$ cat src/core/obcd_defs.svh
// Purpose: named offsets, field positions and codes of the option byte decoder
// Assumes: included by the package and by the property and bench modules
// Notes: register offsets are word indexes; the byte address is four times the index
`ifndef OBCD_DEFS_SVH
`define OBCD_DEFS_SVH
`define OBCD_PADDR_W 12
`define OBCD_FLASH_AW 20
`define OBCD_IDX_DET 10'h0c1
`define OBCD_IDX_MODE 10'h0c2
`define OBCD_IDX_DBG 10'h0c3
`define OBCD_IDX_STATUS 10'h0c4
`define OBCD_IDX_ERR 10'h0c5
`define OBCD_FLASH_DET 20'h000c1
`define OBCD_FLASH_MODE 20'h000c2
`define OBCD_FLASH_DBG 20'h000c3
`define OBCD_DET_LVL 7:2
`define OBCD_DET_LVL_MASK 6'h3b
`define OBCD_DET_FIXED 4
`define OBCD_DET_MODE 1:0
`define OBCD_DET_COARSE2 7
`define OBCD_DET_ON_LVL_275 5'h0f
`define OBCD_DET_ON_LVL_286 5'h0e
`define OBCD_DET_ON_LVL_296 5'h0d
`define OBCD_DET_ON_LVL_306 5'h04
`define OBCD_MODE_INT_RST 2'h2
`define OBCD_MODE_RST 2'h3
`define OBCD_MODE_INT 2'h1
`define OBCD_MODE_OFF_BIT 0
`define OBCD_FM_FIELD 7:6
`define OBCD_FM_FIX 5:4
`define OBCD_FM_FIX_VAL 2'h2
`define OBCD_FM_FREQ 3:0
`define OBCD_FM_LS 2'h2
`define OBCD_FM_HS 2'h3
`define OBCD_LS_MAX_MHZ 6'h08
`define OBCD_DBG_EN 7
`define OBCD_DBG_ERS 0
`define OBCD_DBG_FIX 6:4
`define OBCD_DBG_FIX_VAL 3'h0
`define OBCD_ST_READY 0
`define OBCD_ST_ERR 1
`define OBCD_ST_AUTH 2
`define OBCD_ST_ERASE 3
`define OBCD_ST_FIXW 4
`define OBCD_ST_CNT 15:8
`endif

$ cat src/core/obcd_pkg.sv
// Purpose: types shared by the option byte decoder modules
// Assumes: obcd_defs.svh on the include path
// Notes: all module state travels as packed structs declared here
`include "obcd_defs.svh"
package obcd_pkg;
	typedef enum logic [1:0] {
		OBCD_DET_INT_RST = 2'h0,
		OBCD_DET_RST = 2'h1,
		OBCD_DET_INT = 2'h2,
		OBCD_DET_OFF = 2'h3
	} obcd_det_mode_t;
	typedef enum logic [1:0] {
		OBCD_FLASH_BAD = 2'h0,
		OBCD_FLASH_LS = 2'h1,
		OBCD_FLASH_HS = 2'h2
	} obcd_flash_mode_t;
	typedef enum logic [2:0] {
		OBCD_F_IDLE = 3'h0,
		OBCD_F_DET = 3'h1,
		OBCD_F_MODE = 3'h3,
		OBCD_F_DBG = 3'h2,
		OBCD_F_DONE = 3'h6
	} obcd_fetch_state_t;
	typedef struct packed {
		logic [7:0] det;
		logic [7:0] mode;
		logic [7:0] dbg;
	} obcd_opt_bytes_t;
	typedef struct packed {
		obcd_det_mode_t det_mode;
		logic [1:0] det_level;
		logic det_int_en;
		logic det_rst_en;
		logic ext_reset_pin_en;
		obcd_flash_mode_t flash_mode;
		logic [5:0] osc_mhz;
		logic debug_enable;
		logic erase_suppress;
	} obcd_cfg_t;
	typedef struct packed {
		logic dbg;
		logic ls_freq;
		logic freq;
		logic flash;
		logic det;
	} obcd_err_t;
	typedef struct packed {
		obcd_fetch_state_t state;
		logic [`OBCD_FLASH_AW-1:0] addr;
		obcd_opt_bytes_t bytes;
	} obcd_fetch_st_t;
	typedef struct packed {
		obcd_cfg_t cfg;
		obcd_err_t err;
		logic fix_warn;
		logic cfg_valid;
		logic auth_seen;
		logic erase_seen;
		logic erase_req;
		logic [7:0] auth_cnt;
		logic [31:0] prdata;
		logic pslverr;
	} obcd_top_st_t;
endpackage : obcd_pkg

$ cat src/core/obcd_fetch.sv
// Purpose: reads the three option bytes from flash once after reset
// Assumes: flash read port on sys_clk; ack is a one-cycle pulse with data
// Notes: never restarts until the next reset
`timescale 1ns/100ps
module obcd_fetch import obcd_pkg::*; (
	// clock and reset
	input wire logic sys_clk,
	input wire logic rst_n,
	// flash read port
	output logic flash_rd_req,
	output logic [`OBCD_FLASH_AW-1:0] flash_rd_addr,
	input wire logic [7:0] flash_rd_data,
	input wire logic flash_rd_ack,
	// fetched bytes
	output obcd_opt_bytes_t bytes,
	output logic done
);
	obcd_fetch_st_t st;
	obcd_fetch_st_t next_st;

	always_comb begin
		next_st = st;
		case (st.state)
			OBCD_F_IDLE: begin
				next_st.state = OBCD_F_DET;
				next_st.addr = `OBCD_FLASH_DET;
			end
			OBCD_F_DET: if (flash_rd_ack) begin
				next_st.bytes.det = flash_rd_data;
				next_st.state = OBCD_F_MODE;
				next_st.addr = `OBCD_FLASH_MODE;
			end
			OBCD_F_MODE: if (flash_rd_ack) begin
				next_st.bytes.mode = flash_rd_data;
				next_st.state = OBCD_F_DBG;
				next_st.addr = `OBCD_FLASH_DBG;
			end
			OBCD_F_DBG: if (flash_rd_ack) begin
				next_st.bytes.dbg = flash_rd_data;
				next_st.state = OBCD_F_DONE;
			end
			OBCD_F_DONE: next_st.state = OBCD_F_DONE;
			default: next_st.state = OBCD_F_IDLE;
		endcase
	end

	always_ff @(posedge sys_clk or negedge rst_n) begin
		if (!rst_n) begin
			st <= '0;
		end else begin
			st <= next_st;
		end
	end

	assign flash_rd_req = (st.state == OBCD_F_DET) || (st.state == OBCD_F_MODE)
		|| (st.state == OBCD_F_DBG);
	assign flash_rd_addr = st.addr;
	assign bytes = st.bytes;
	assign done = (st.state == OBCD_F_DONE);
endmodule : obcd_fetch

$ cat src/core/obcd_freq_lut.sv
// Purpose: maps the oscillator select code to a frequency in MHz
// Assumes: purely combinational
// Notes: unlisted codes return zero and flag invalid
`timescale 1ns/100ps
module obcd_freq_lut (
	// select code
	input wire logic [3:0] code,
	// result
	output logic [5:0] mhz,
	output logic valid
);
	always_comb begin
		valid = 1'b1;
		case (code)
			4'h8: mhz = 6'h20;
			4'h0: mhz = 6'h18;
			4'h9: mhz = 6'h10;
			4'h1: mhz = 6'h0c;
			4'ha: mhz = 6'h08;
			4'h2: mhz = 6'h06;
			4'hb: mhz = 6'h04;
			4'h3: mhz = 6'h03;
			4'hc: mhz = 6'h02;
			4'hd: mhz = 6'h01;
			default: begin
				mhz = 6'h00;
				valid = 1'b0;
			end
		endcase
	end
endmodule : obcd_freq_lut

$ cat src/core/obcd_top.sv
// Purpose: option byte decoder: fetch, decode, hold and expose reset-time configuration
// Assumes: APB slave on sys_clk, zero wait states; flash port and auth pulse on sys_clk
// Notes: decoded settings are frozen from the first valid capture until reset
// Operation
// - fetch option bytes after every reset and apply before releasing the cpu
// - detector byte: coarse bits 7-5, fixed bit 4, fine 3-2, mode 1-0
// - four detector modes: interrupt and reset, reset, interrupt, off
// - interrupt mode four thresholds; mode bit0 with coarse bit2 means off
// - flash mode from bits 7-6, oscillator select from bits 3-0
// - flash mode 10 is low-speed main, 1 to 8 MHz
// - flash mode 11 is high-speed main, 1 to 32 MHz; 00, 01 prohibited
// - ten oscillator codes map to 32 down to 1 MHz; others prohibited
// - enable 0 erase-suppress 0 disables debug; 0 with 1 is prohibited
// - enable with erase-suppress clear erases flash on authentication failure
// - enable with erase-suppress set keeps flash on authentication failure
// - debug byte bits 3-1 may be overwritten while debugging; not checked
//
// The APB interface to the registers is this design's own decision.
`timescale 1ns/100ps
module obcd_top import obcd_pkg::*; (
	// clock and reset
	input wire logic sys_clk,
	input wire logic rst_n,
	// apb slave
	input wire logic [`OBCD_PADDR_W-1:0] paddr,
	input wire logic psel,
	input wire logic penable,
	input wire logic pwrite,
	input wire logic [31:0] pwdata,
	input wire logic [3:0] pstrb,
	output logic pready,
	output logic [31:0] prdata,
	output logic pslverr,
	// flash read port
	output logic flash_rd_req,
	output logic [`OBCD_FLASH_AW-1:0] flash_rd_addr,
	input wire logic [7:0] flash_rd_data,
	input wire logic flash_rd_ack,
	// debugger authentication
	input wire logic debug_auth_fail,
	output logic flash_erase_req,
	// decoded configuration
	output obcd_cfg_t cfg,
	output logic cfg_error,
	output logic cpu_release
);
	obcd_top_st_t st;
	obcd_top_st_t next_st;
	obcd_opt_bytes_t bytes;
	logic fetch_done;
	logic [5:0] lut_mhz;
	logic lut_valid;
	obcd_cfg_t dec_cfg;
	obcd_err_t dec_err;
	logic dec_fix_warn;
	logic [5:0] det_lvl;
	logic [1:0] det_mode_bits;
	logic [1:0] fm_bits;
	logic setup_phase;
	logic access_phase;
	logic [9:0] word_idx;
	logic idx_hit;
	logic [31:0] rd_word;
	logic rd_hit;

	obcd_fetch u_fetch (
		.sys_clk(sys_clk),
		.rst_n(rst_n),
		.flash_rd_req(flash_rd_req),
		.flash_rd_addr(flash_rd_addr),
		.flash_rd_data(flash_rd_data),
		.flash_rd_ack(flash_rd_ack),
		.bytes(bytes),
		.done(fetch_done)
	);

	obcd_freq_lut u_freq (
		.code(bytes.mode[`OBCD_FM_FREQ]),
		.mhz(lut_mhz),
		.valid(lut_valid)
	);

	assign det_lvl = bytes.det[`OBCD_DET_LVL] & `OBCD_DET_LVL_MASK; // drop fixed bit 4 from the match
	assign det_mode_bits = bytes.det[`OBCD_DET_MODE];
	assign fm_bits = bytes.mode[`OBCD_FM_FIELD];

	// detector byte decode; bit 4 is masked so a bad fixed bit only warns
	always_comb begin
		logic [4:0] lvl5;
		logic lvl_ok;
		lvl5 = {det_lvl[5:3], det_lvl[1:0]};
		lvl_ok = 1'b1;
		dec_cfg = '0;
		dec_err = '0;
		case (lvl5)
			`OBCD_DET_ON_LVL_275: dec_cfg.det_level = 2'h0;
			`OBCD_DET_ON_LVL_286: dec_cfg.det_level = 2'h1;
			`OBCD_DET_ON_LVL_296: dec_cfg.det_level = 2'h2;
			`OBCD_DET_ON_LVL_306: dec_cfg.det_level = 2'h3;
			default: lvl_ok = 1'b0;
		endcase
		if (det_mode_bits[`OBCD_MODE_OFF_BIT] && bytes.det[`OBCD_DET_COARSE2]) begin
			// off: the external reset pin takes over
			dec_cfg.det_mode = OBCD_DET_OFF;
			dec_cfg.det_level = 2'h0;
			dec_cfg.ext_reset_pin_en = 1'b1;
		end else begin
			case (det_mode_bits)
				`OBCD_MODE_INT: begin
					dec_cfg.det_mode = OBCD_DET_INT;
					dec_cfg.det_int_en = 1'b1;
					dec_err.det = !lvl_ok;
				end
				`OBCD_MODE_RST: begin
					dec_cfg.det_mode = OBCD_DET_RST;
					dec_cfg.det_rst_en = 1'b1;
					dec_err.det = !lvl_ok;
				end
				`OBCD_MODE_INT_RST: begin
					// only the two middle levels exist in this mode
					dec_cfg.det_mode = OBCD_DET_INT_RST;
					dec_cfg.det_int_en = 1'b1;
					dec_cfg.det_rst_en = 1'b1;
					dec_err.det = !(lvl5 == `OBCD_DET_ON_LVL_286 ||
						lvl5 == `OBCD_DET_ON_LVL_296);
				end
				default: begin
					dec_cfg.det_mode = OBCD_DET_OFF;
					dec_cfg.ext_reset_pin_en = 1'b1;
					dec_err.det = 1'b1;
				end
			endcase
		end

		// flash mode and oscillator
		case (fm_bits)
			`OBCD_FM_LS: dec_cfg.flash_mode = OBCD_FLASH_LS;
			`OBCD_FM_HS: dec_cfg.flash_mode = OBCD_FLASH_HS;
			default: begin
				dec_cfg.flash_mode = OBCD_FLASH_BAD;
				dec_err.flash = 1'b1;
			end
		endcase
		dec_cfg.osc_mhz = lut_mhz;
		dec_err.freq = !lut_valid;
		dec_err.ls_freq = (fm_bits == `OBCD_FM_LS) && lut_valid &&
			(lut_mhz > `OBCD_LS_MAX_MHZ);

		// debug byte: bits 3-1 are ignored since the debugger may rewrite them
		case ({bytes.dbg[`OBCD_DBG_EN], bytes.dbg[`OBCD_DBG_ERS]})
			2'h0: begin
				dec_cfg.debug_enable = 1'b0;
				dec_cfg.erase_suppress = 1'b0;
			end
			2'h2: begin
				dec_cfg.debug_enable = 1'b1;
				dec_cfg.erase_suppress = 1'b0;
			end
			2'h3: begin
				dec_cfg.debug_enable = 1'b1;
				dec_cfg.erase_suppress = 1'b1;
			end
			default: begin
				// prohibited: keep debug off and flag it
				dec_cfg.debug_enable = 1'b0;
				dec_cfg.erase_suppress = 1'b0;
				dec_err.dbg = 1'b1;
			end
		endcase
	end

	// fixed-bit mismatches are the programmer's fault; warned, not an error
	assign dec_fix_warn = !bytes.det[`OBCD_DET_FIXED]
		|| (bytes.mode[`OBCD_FM_FIX] != `OBCD_FM_FIX_VAL)
		|| (bytes.dbg[`OBCD_DBG_FIX] != `OBCD_DBG_FIX_VAL);

	// apb decode
	assign setup_phase = psel && !penable;
	assign access_phase = psel && penable;
	assign word_idx = paddr[`OBCD_PADDR_W-1:2];
	assign idx_hit = (word_idx == `OBCD_IDX_DET) || (word_idx == `OBCD_IDX_MODE)
		|| (word_idx == `OBCD_IDX_DBG) || (word_idx == `OBCD_IDX_STATUS)
		|| (word_idx == `OBCD_IDX_ERR);

	always_comb begin
		rd_word = 32'h0000_0000;
		rd_hit = 1'b1;
		case (word_idx)
			`OBCD_IDX_DET: rd_word[7:0] = bytes.det;
			`OBCD_IDX_MODE: rd_word[7:0] = bytes.mode;
			`OBCD_IDX_DBG: rd_word[7:0] = bytes.dbg;
			`OBCD_IDX_STATUS: begin
				rd_word[`OBCD_ST_READY] = st.cfg_valid;
				rd_word[`OBCD_ST_ERR] = |st.err;
				rd_word[`OBCD_ST_AUTH] = st.auth_seen;
				rd_word[`OBCD_ST_ERASE] = st.erase_seen;
				rd_word[`OBCD_ST_FIXW] = st.fix_warn;
				rd_word[`OBCD_ST_CNT] = st.auth_cnt;
			end
			`OBCD_IDX_ERR: rd_word[4:0] = st.err;
			default: rd_hit = 1'b0;
		endcase
	end

	always_comb begin
		logic auth_ev;
		logic clr_auth;
		logic clr_erase;
		auth_ev = 1'b0;
		clr_auth = 1'b0;
		clr_erase = 1'b0;
		next_st = st;
		next_st.erase_req = 1'b0;

		// single capture; settings never move again until reset
		if (fetch_done && !st.cfg_valid) begin
			next_st.cfg = dec_cfg;
			next_st.err = dec_err;
			next_st.fix_warn = dec_fix_warn;
			next_st.cfg_valid = 1'b1;
		end

		// authentication failures only matter once debugging is enabled
		if (st.cfg_valid && st.cfg.debug_enable && debug_auth_fail) begin
			auth_ev = 1'b1;
			next_st.erase_req = !st.cfg.erase_suppress;
			if (st.auth_cnt != 8'hff) begin
				next_st.auth_cnt = st.auth_cnt + 8'h01;
			end
		end

		// register reads are latched in the setup cycle, so zero wait states
		if (setup_phase) begin
			next_st.prdata = pwrite ? 32'h0000_0000 : rd_word;
			next_st.pslverr = pwrite ? !idx_hit : !rd_hit;
		end

		// the auth and erase status flags are write-one-to-clear through byte lane 0
		if (access_phase && pwrite && pstrb[0] && word_idx == `OBCD_IDX_STATUS) begin
			clr_auth = pwdata[`OBCD_ST_AUTH];
			clr_erase = pwdata[`OBCD_ST_ERASE];
		end
		if (clr_auth) begin
			next_st.auth_seen = 1'b0;
		end
		if (clr_erase) begin
			next_st.erase_seen = 1'b0;
		end
		// a new event in the clearing cycle wins over the clear
		if (auth_ev) begin
			next_st.auth_seen = 1'b1;
			if (!st.cfg.erase_suppress) begin
				next_st.erase_seen = 1'b1;
			end
		end
	end

	always_ff @(posedge sys_clk or negedge rst_n) begin
		if (!rst_n) begin
			st <= '0;
		end else begin
			st <= next_st;
		end
	end

	assign pready = access_phase;
	assign prdata = st.prdata;
	assign pslverr = access_phase && st.pslverr;
	assign flash_erase_req = st.erase_req;
	assign cfg = st.cfg;
	assign cfg_error = st.cfg_valid && (|st.err);
	assign cpu_release = st.cfg_valid;
endmodule : obcd_top

$ cat config.mk
export PLATFORM = sky130hd
export DESIGN_NAME = obcd_top
export DESIGN_NICKNAME = d
export VERILOG_FILES = /design/src/core/obcd_pkg.sv /design/src/core/obcd_fetch.sv /design/src/core/obcd_freq_lut.sv /design/src/core/obcd_top.sv
export VERILOG_INCLUDE_DIRS = /design/src /design/src/core
export SDC_FILE = /design/constraint.sdc
export NUM_CORES = 1
export LEC_CHECK = 0
export BUFFER_PORTS_ARGS = -buffer_cell sky130_fd_sc_hd__buf_2
export CORE_MARGIN = 2
export CORE_UTILIZATION = 46
export CTS_CLUSTER_DIAMETER = 50
export CTS_CLUSTER_SIZE = 12
export DETAILED_ROUTE_END_ITERATION = 10
export PLACE_DENSITY = 0.78
export SKIP_LAST_GASP = 1
export SLEW_MARGIN = 20
export SYNTH_ARGS = -nofsm -noshare
export SYNTH_HDL_FRONTEND = slang
export SYNTH_SLANG_ARGS = --single-unit
$ cat constraint.sdc
create_clock -name sys_clk -period 1.7 [get_ports sys_clk]
set_input_delay 0.255 -clock sys_clk [delete_from_list [all_inputs] [get_ports sys_clk]]
set_output_delay 0.255 -clock sys_clk [all_outputs]
set_load 0.005 [all_outputs]
Yosys cells after proc, flatten, opt, wreduce, memory -nomap -nowiden --
Index checks and enable logic that the tools add are counted.
Word-level totals: register bits 115, logic and storage cells 154, input port bits 63, output and inout bits 75
Operators by class: add/subtract/negate cells 1, equality and inequality tests 34, order comparisons 1, mux-type cells 38, reduce and logical (&&, ||, !) cells 53
Operators by type and width (number):
- case mux 20 bit (3 select lines) | 1
- case mux 6 bit (10 select lines) | 1
- == test 10 x 8 -> 1 bit (second input constant) | 5
- two-way mux 31 bit | 1
- case mux 5 bit (5 select lines) | 1
- == test 4 bit (second input constant) | 6
- two-way mux 23 bit | 1
- two-way mux 1 bit | 17
- two-way mux 16 bit | 1
- two-way mux 8 bit | 2
- == test 5 x 4 -> 1 bit (second input constant) | 3
- case mux 3 bit (5 select lines) | 1
- logical AND 1 bit | 13
- == test 2 bit (second input constant) | 6
- case mux 2 bit (3 select lines) | 2
- OR reduction 10 bit | 1
- OR reduction 5 bit | 2
- zero test 1 bit | 9
- logical OR 1 bit | 9
- two-way mux 9 bit | 1
- case mux 3 bit (3 select lines) | 1
- adder 8 x 1 -> 8 bit (second input constant) | 1
- == test 4 x 2 -> 1 bit (second input constant) | 2
- two-way mux 2 bit | 4
- 22 further kinds | 36

Longest topological paths before layout --
depth after elaboration 8, depth in mapped cells 6, mapped depth without buffers 6

Modules after synthesis --
Synthesis repeated with hierarchy kept, for this count alone.
Unflattened totals: cell total of the unflattened synthesis 422, area, all modules 4591.9 sq um
Modules (own cells, without submodules):
- obcd_top | cells each 279, area an instance 2899.0 sq um, times used 1, sequential area each 1301.2 sq um
- obcd_fetch | cells each 127, area an instance 1581.5 sq um, times used 1, sequential area each 750.7 sq um
- obcd_freq_lut | cells each 16, area an instance 111.4 sq um, times used 1, sequential area each 0.0 sq um

Worst setup path before layout --
Ideal clock, no wire load.
path type reg-to-reg, start point reg u_fetch.st[46] in the netlist's numbering, end point reg u_fetch.st (netlist bit u_fetch.bytes[16]), required time 1.575 ns, cell stages (with the launch flop) 6, setup slack 0.115 ns, setup time 0.125 ns, clock period less this slack 1.585 ns, path buffers 1, arrival time 1.460 ns, cells stage by stage dfrtp_1 -> clkbuf_1 -> nor2b_1 -> nand2_1 -> nor2_2 -> mux2_2
On the way: word-level cells in the longest chain between the ends 2
RTL lines:
- from (decl) | RTL line obcd_fetch.sv:18 | obcd_fetch_st_t st;
- from (signal assigned) | RTL line obcd_fetch.sv:51 | st <= next_st;
- == test 3 x 1 -> 1 bit | RTL line obcd_fetch.sv:23 | case (st.state)
- AND reduction 2 bit (no source line)
No other way between the ends. A chain may end at the register's enable or synchronous reset.

Final worst setup path --
start point reg st[50] in the netlist's numbering, end point out cfg_error
On the way: word-level cells in the longest chain between the ends 2
RTL lines:
- from (decl) | RTL line obcd_top.sv:47 | obcd_top_st_t st;
- from (signal assigned) | RTL line obcd_top.sv:262 | st <= next_st;
- OR reduction 5 bit | RTL line obcd_top.sv:271 | assign cfg_error = st.cfg_valid && (|st.err);
- logical AND 1 bit | RTL line obcd_top.sv:271
- to (decl) | RTL line obcd_top.sv:44 | output logic cfg_error,
No other way between the ends.

==> impl_metrics.yaml <==
status:
  outcome: "complete, but fails checks"
  violations: "negative setup slack"
layout:
  area_delta_synth_final_pct: 10.17
  final_cell_mix: "dfrtp_1 (79), buf_2 (69), nand2_1 (40), conb_1 (32), o21ai_0 (31)"
  nFillCells: 835
  drive_gt1_share_pct: 32.46
  nets: 523
  seqCellArea_mm2: 0.002056
  instances_no_fill: 570
  final_common_cell: "dfrtp_1"
  diodes: 0
  final_cell_area_mm2: 0.004757
  multiInputGateArea_mm2: 0.001774
yosys:
  yosys.area.top_type: "dfrtp_1"
  synth-main-ff-cell: "dfrtp_1"
  synth-seq-cells: 82
  ys_seq_area_share_pct: 47.52
  synth_area_mm2: 0.004318
  ys_async_sr_fraction_pct: 100.0
  synth-edff-count: 0
  yosysWarnings: 0
  syn_inst: 406
  synth_area_leaders: "dfrtp_1 (48%), buf_4 (12%), mux2_2 (7.3%)"
  synth.distinct_cells: 51
  syn_area_per_cell_um2: 10.64
  synth_top_area_share_pct: 47.52
sta:
  period_needed_ns: 1.886
  report.final.slew_viol_count: 0
  worst_slack_ns: -0.1857
  rsz0062_at_grt: "yes"
  hold_viol: 0
  finalCritPeriodShare_pct: 110.9
  fin_skew_ns: 0.01610
  holdWs_ns: 0.1560
  setup_violations: 1
  fmax_ghz: 0.5303
clock_network:
  cts_tree: "yes"
  clock-root-buffer: "clkbuf_8"
  htreeDepth: 3
  path_clk_slew_ns: 0.09
  cts_buffer_depth: 2
  numCtsBuffers: 9
  insertion_delay_ns: 0.36
  numClockSinks: 82
floorplanning:
  boundaryPins: 138
  rows: 35
  dieArea_mm2: 0.01018
  die_h_um: 100.9
  initial_utilization_pct: 47.18
  die_x_um: 100.9
  core_mm2: 0.009153
place:
  dp_slack_ns: -0.01297
  gp_congestion: 0.8095
  numPortBuffers: 70
  dp_hpwl_mm: 6.553
  placedCellCount: 550
  postPlaceCellArea_mm2: 0.004507
global_route:
  antenna_found_initial: 1
  track_usage_pct: 17.71
  grt_pass1_wl_mm: 14.02
  grt-ovfl-total: 0
  grt_max_degree: 63
  first_global_vias: 2789
critical_path:
  crit_slowest_cell: "or4_4"
  worstPathArrival_ns: 1.63
  crit_fanout: 2
  cp_cell_sequence: "or4_4, o21a_1, buf_2"
  crit_path_start_kind: "flip-flop"
  worst-path-stages: 3
  critical_path.max_stage_delay_ns: 0.52
  end_kind: "primary output"
  path_class: "reg2out"
  worst-path-buf-inv: 1
  r2r_cells: 6
  cp.required_ns: 1.44
  cp_top_family: "simple AND/OR/NAND/NOR gates"
job:
  cap_violations: 0
routing:
  routedWlPerCell_um: 15.31
  drtPass1Iterations: 4
  vias_per_cell: 5.218
  num_vias: 2974
  initialDrtViolationCount: 219
  wl_mm: 8.725
  drc: 0
  final_antenna_net_count: 0
power:
  power.density_mw_per_mm2: 1454
  irDropWorstVdd_mv: 0.8232
  p_leak_nw: 2.363
min_path:
  hold_path_class: "in2reg"
  min_path_cells: 2
[registers in the layout, indices dropped and copies added, names as in the netlist]
name	cells
cpu_release	1
cfg	17
prdata	16
st	17
u_fetch.st	3
flash_erase_req	1
u_fetch.flash_rd_addr	3
u_fetch.bytes	24
[worst paths after layout]
kind	slack (ns)	end	from
setup / recovery	-0.19	cfg_error	st[50]
hold / removal	0.16	u_fetch.bytes[12]	flash_rd_data[4]
setup reg to reg	0.09	st[46]	u_fetch.bytes[16]
hold reg to reg	0.49	cfg[6]	cfg[6]
max in group asynchronous	0.76	cpu_release	rst_n
min in group asynchronous	0.32	st[35]	rst_n
[logic make-up after synthesis]
logic type      synth area share (%)
other cells                  0.08685
mux                            9.620
flops                          47.52
fa+ha+maj                      1.739
xor+xnor                       2.029
compound gates                 12.49
buf+inv                        14.23
simple gates                   12.29
[power breakdown]
group,switching [mW],internal (mW)
clock network,0.762,0.704
registers,0.615,2.58
logic,1.08,1.18
[Yosys cell counts, types with 6 or more instances]
master / n
a21oi_1: 10
a22o_1: 11
buf_4: 69
clkbuf_1: 10
dfrtp_1: 82
ha_1: 6
inv_1: 8
mux2_2: 28
mux2i_1: 10
nand2_1: 40
nand2b_1: 6
nand3_1: 6
nor2_1: 12
nor3_1: 6
o21ai_0: 31
xor2_1: 9
[through the flow]
| step | utilization (%) | setup TNS [ns] | power (mW) |
|---|---|---|---|
| 3_3_place_gp | 49.24 | -0.01731 | 5.282 |
| 4_1_cts | 51.82 | -0.2054 | 6.959 |
| 2_1_floorplan | - | 0 | 4.793 |
| 6_report | 51.98 | -0.1857 | 6.915 |
| 3_5_place_dp | 49.24 | -0.02688 | 5.443 |
| 5_1_grt | 51.98 | -0.2076 | 7.394 |
[area by class of cell]
cell class | instances | share of cell area (%)
well taps | 111 | 2.920
clock buffers | 9 | 2.604
inverters | 8 | 0.6312
flip-flops and latches | 82 | 43.21
repair buffers | 91 | 11.57
clock inverters | 7 | 1.762
multi-input cells | 262 | 37.30
[per-layer routing]
metal,global-route usage (%),vias up,share of wire [%]
li1,-,1414,-
met1,22.59,1463,43
met2,29.95,86,51
met3,5.132,9,5.2
met4,3.793,2,0.81
met5,0,-,0.15
[what timing repair did]
item,CTS,global route
setup buffers,2,1
hold buffers,1,0
setup endpoints to repair,1,3
pin swaps,2,1
resized for setup,1,4
hold endpoints to repair,20,0
Power figures use the tool's default switching activity.
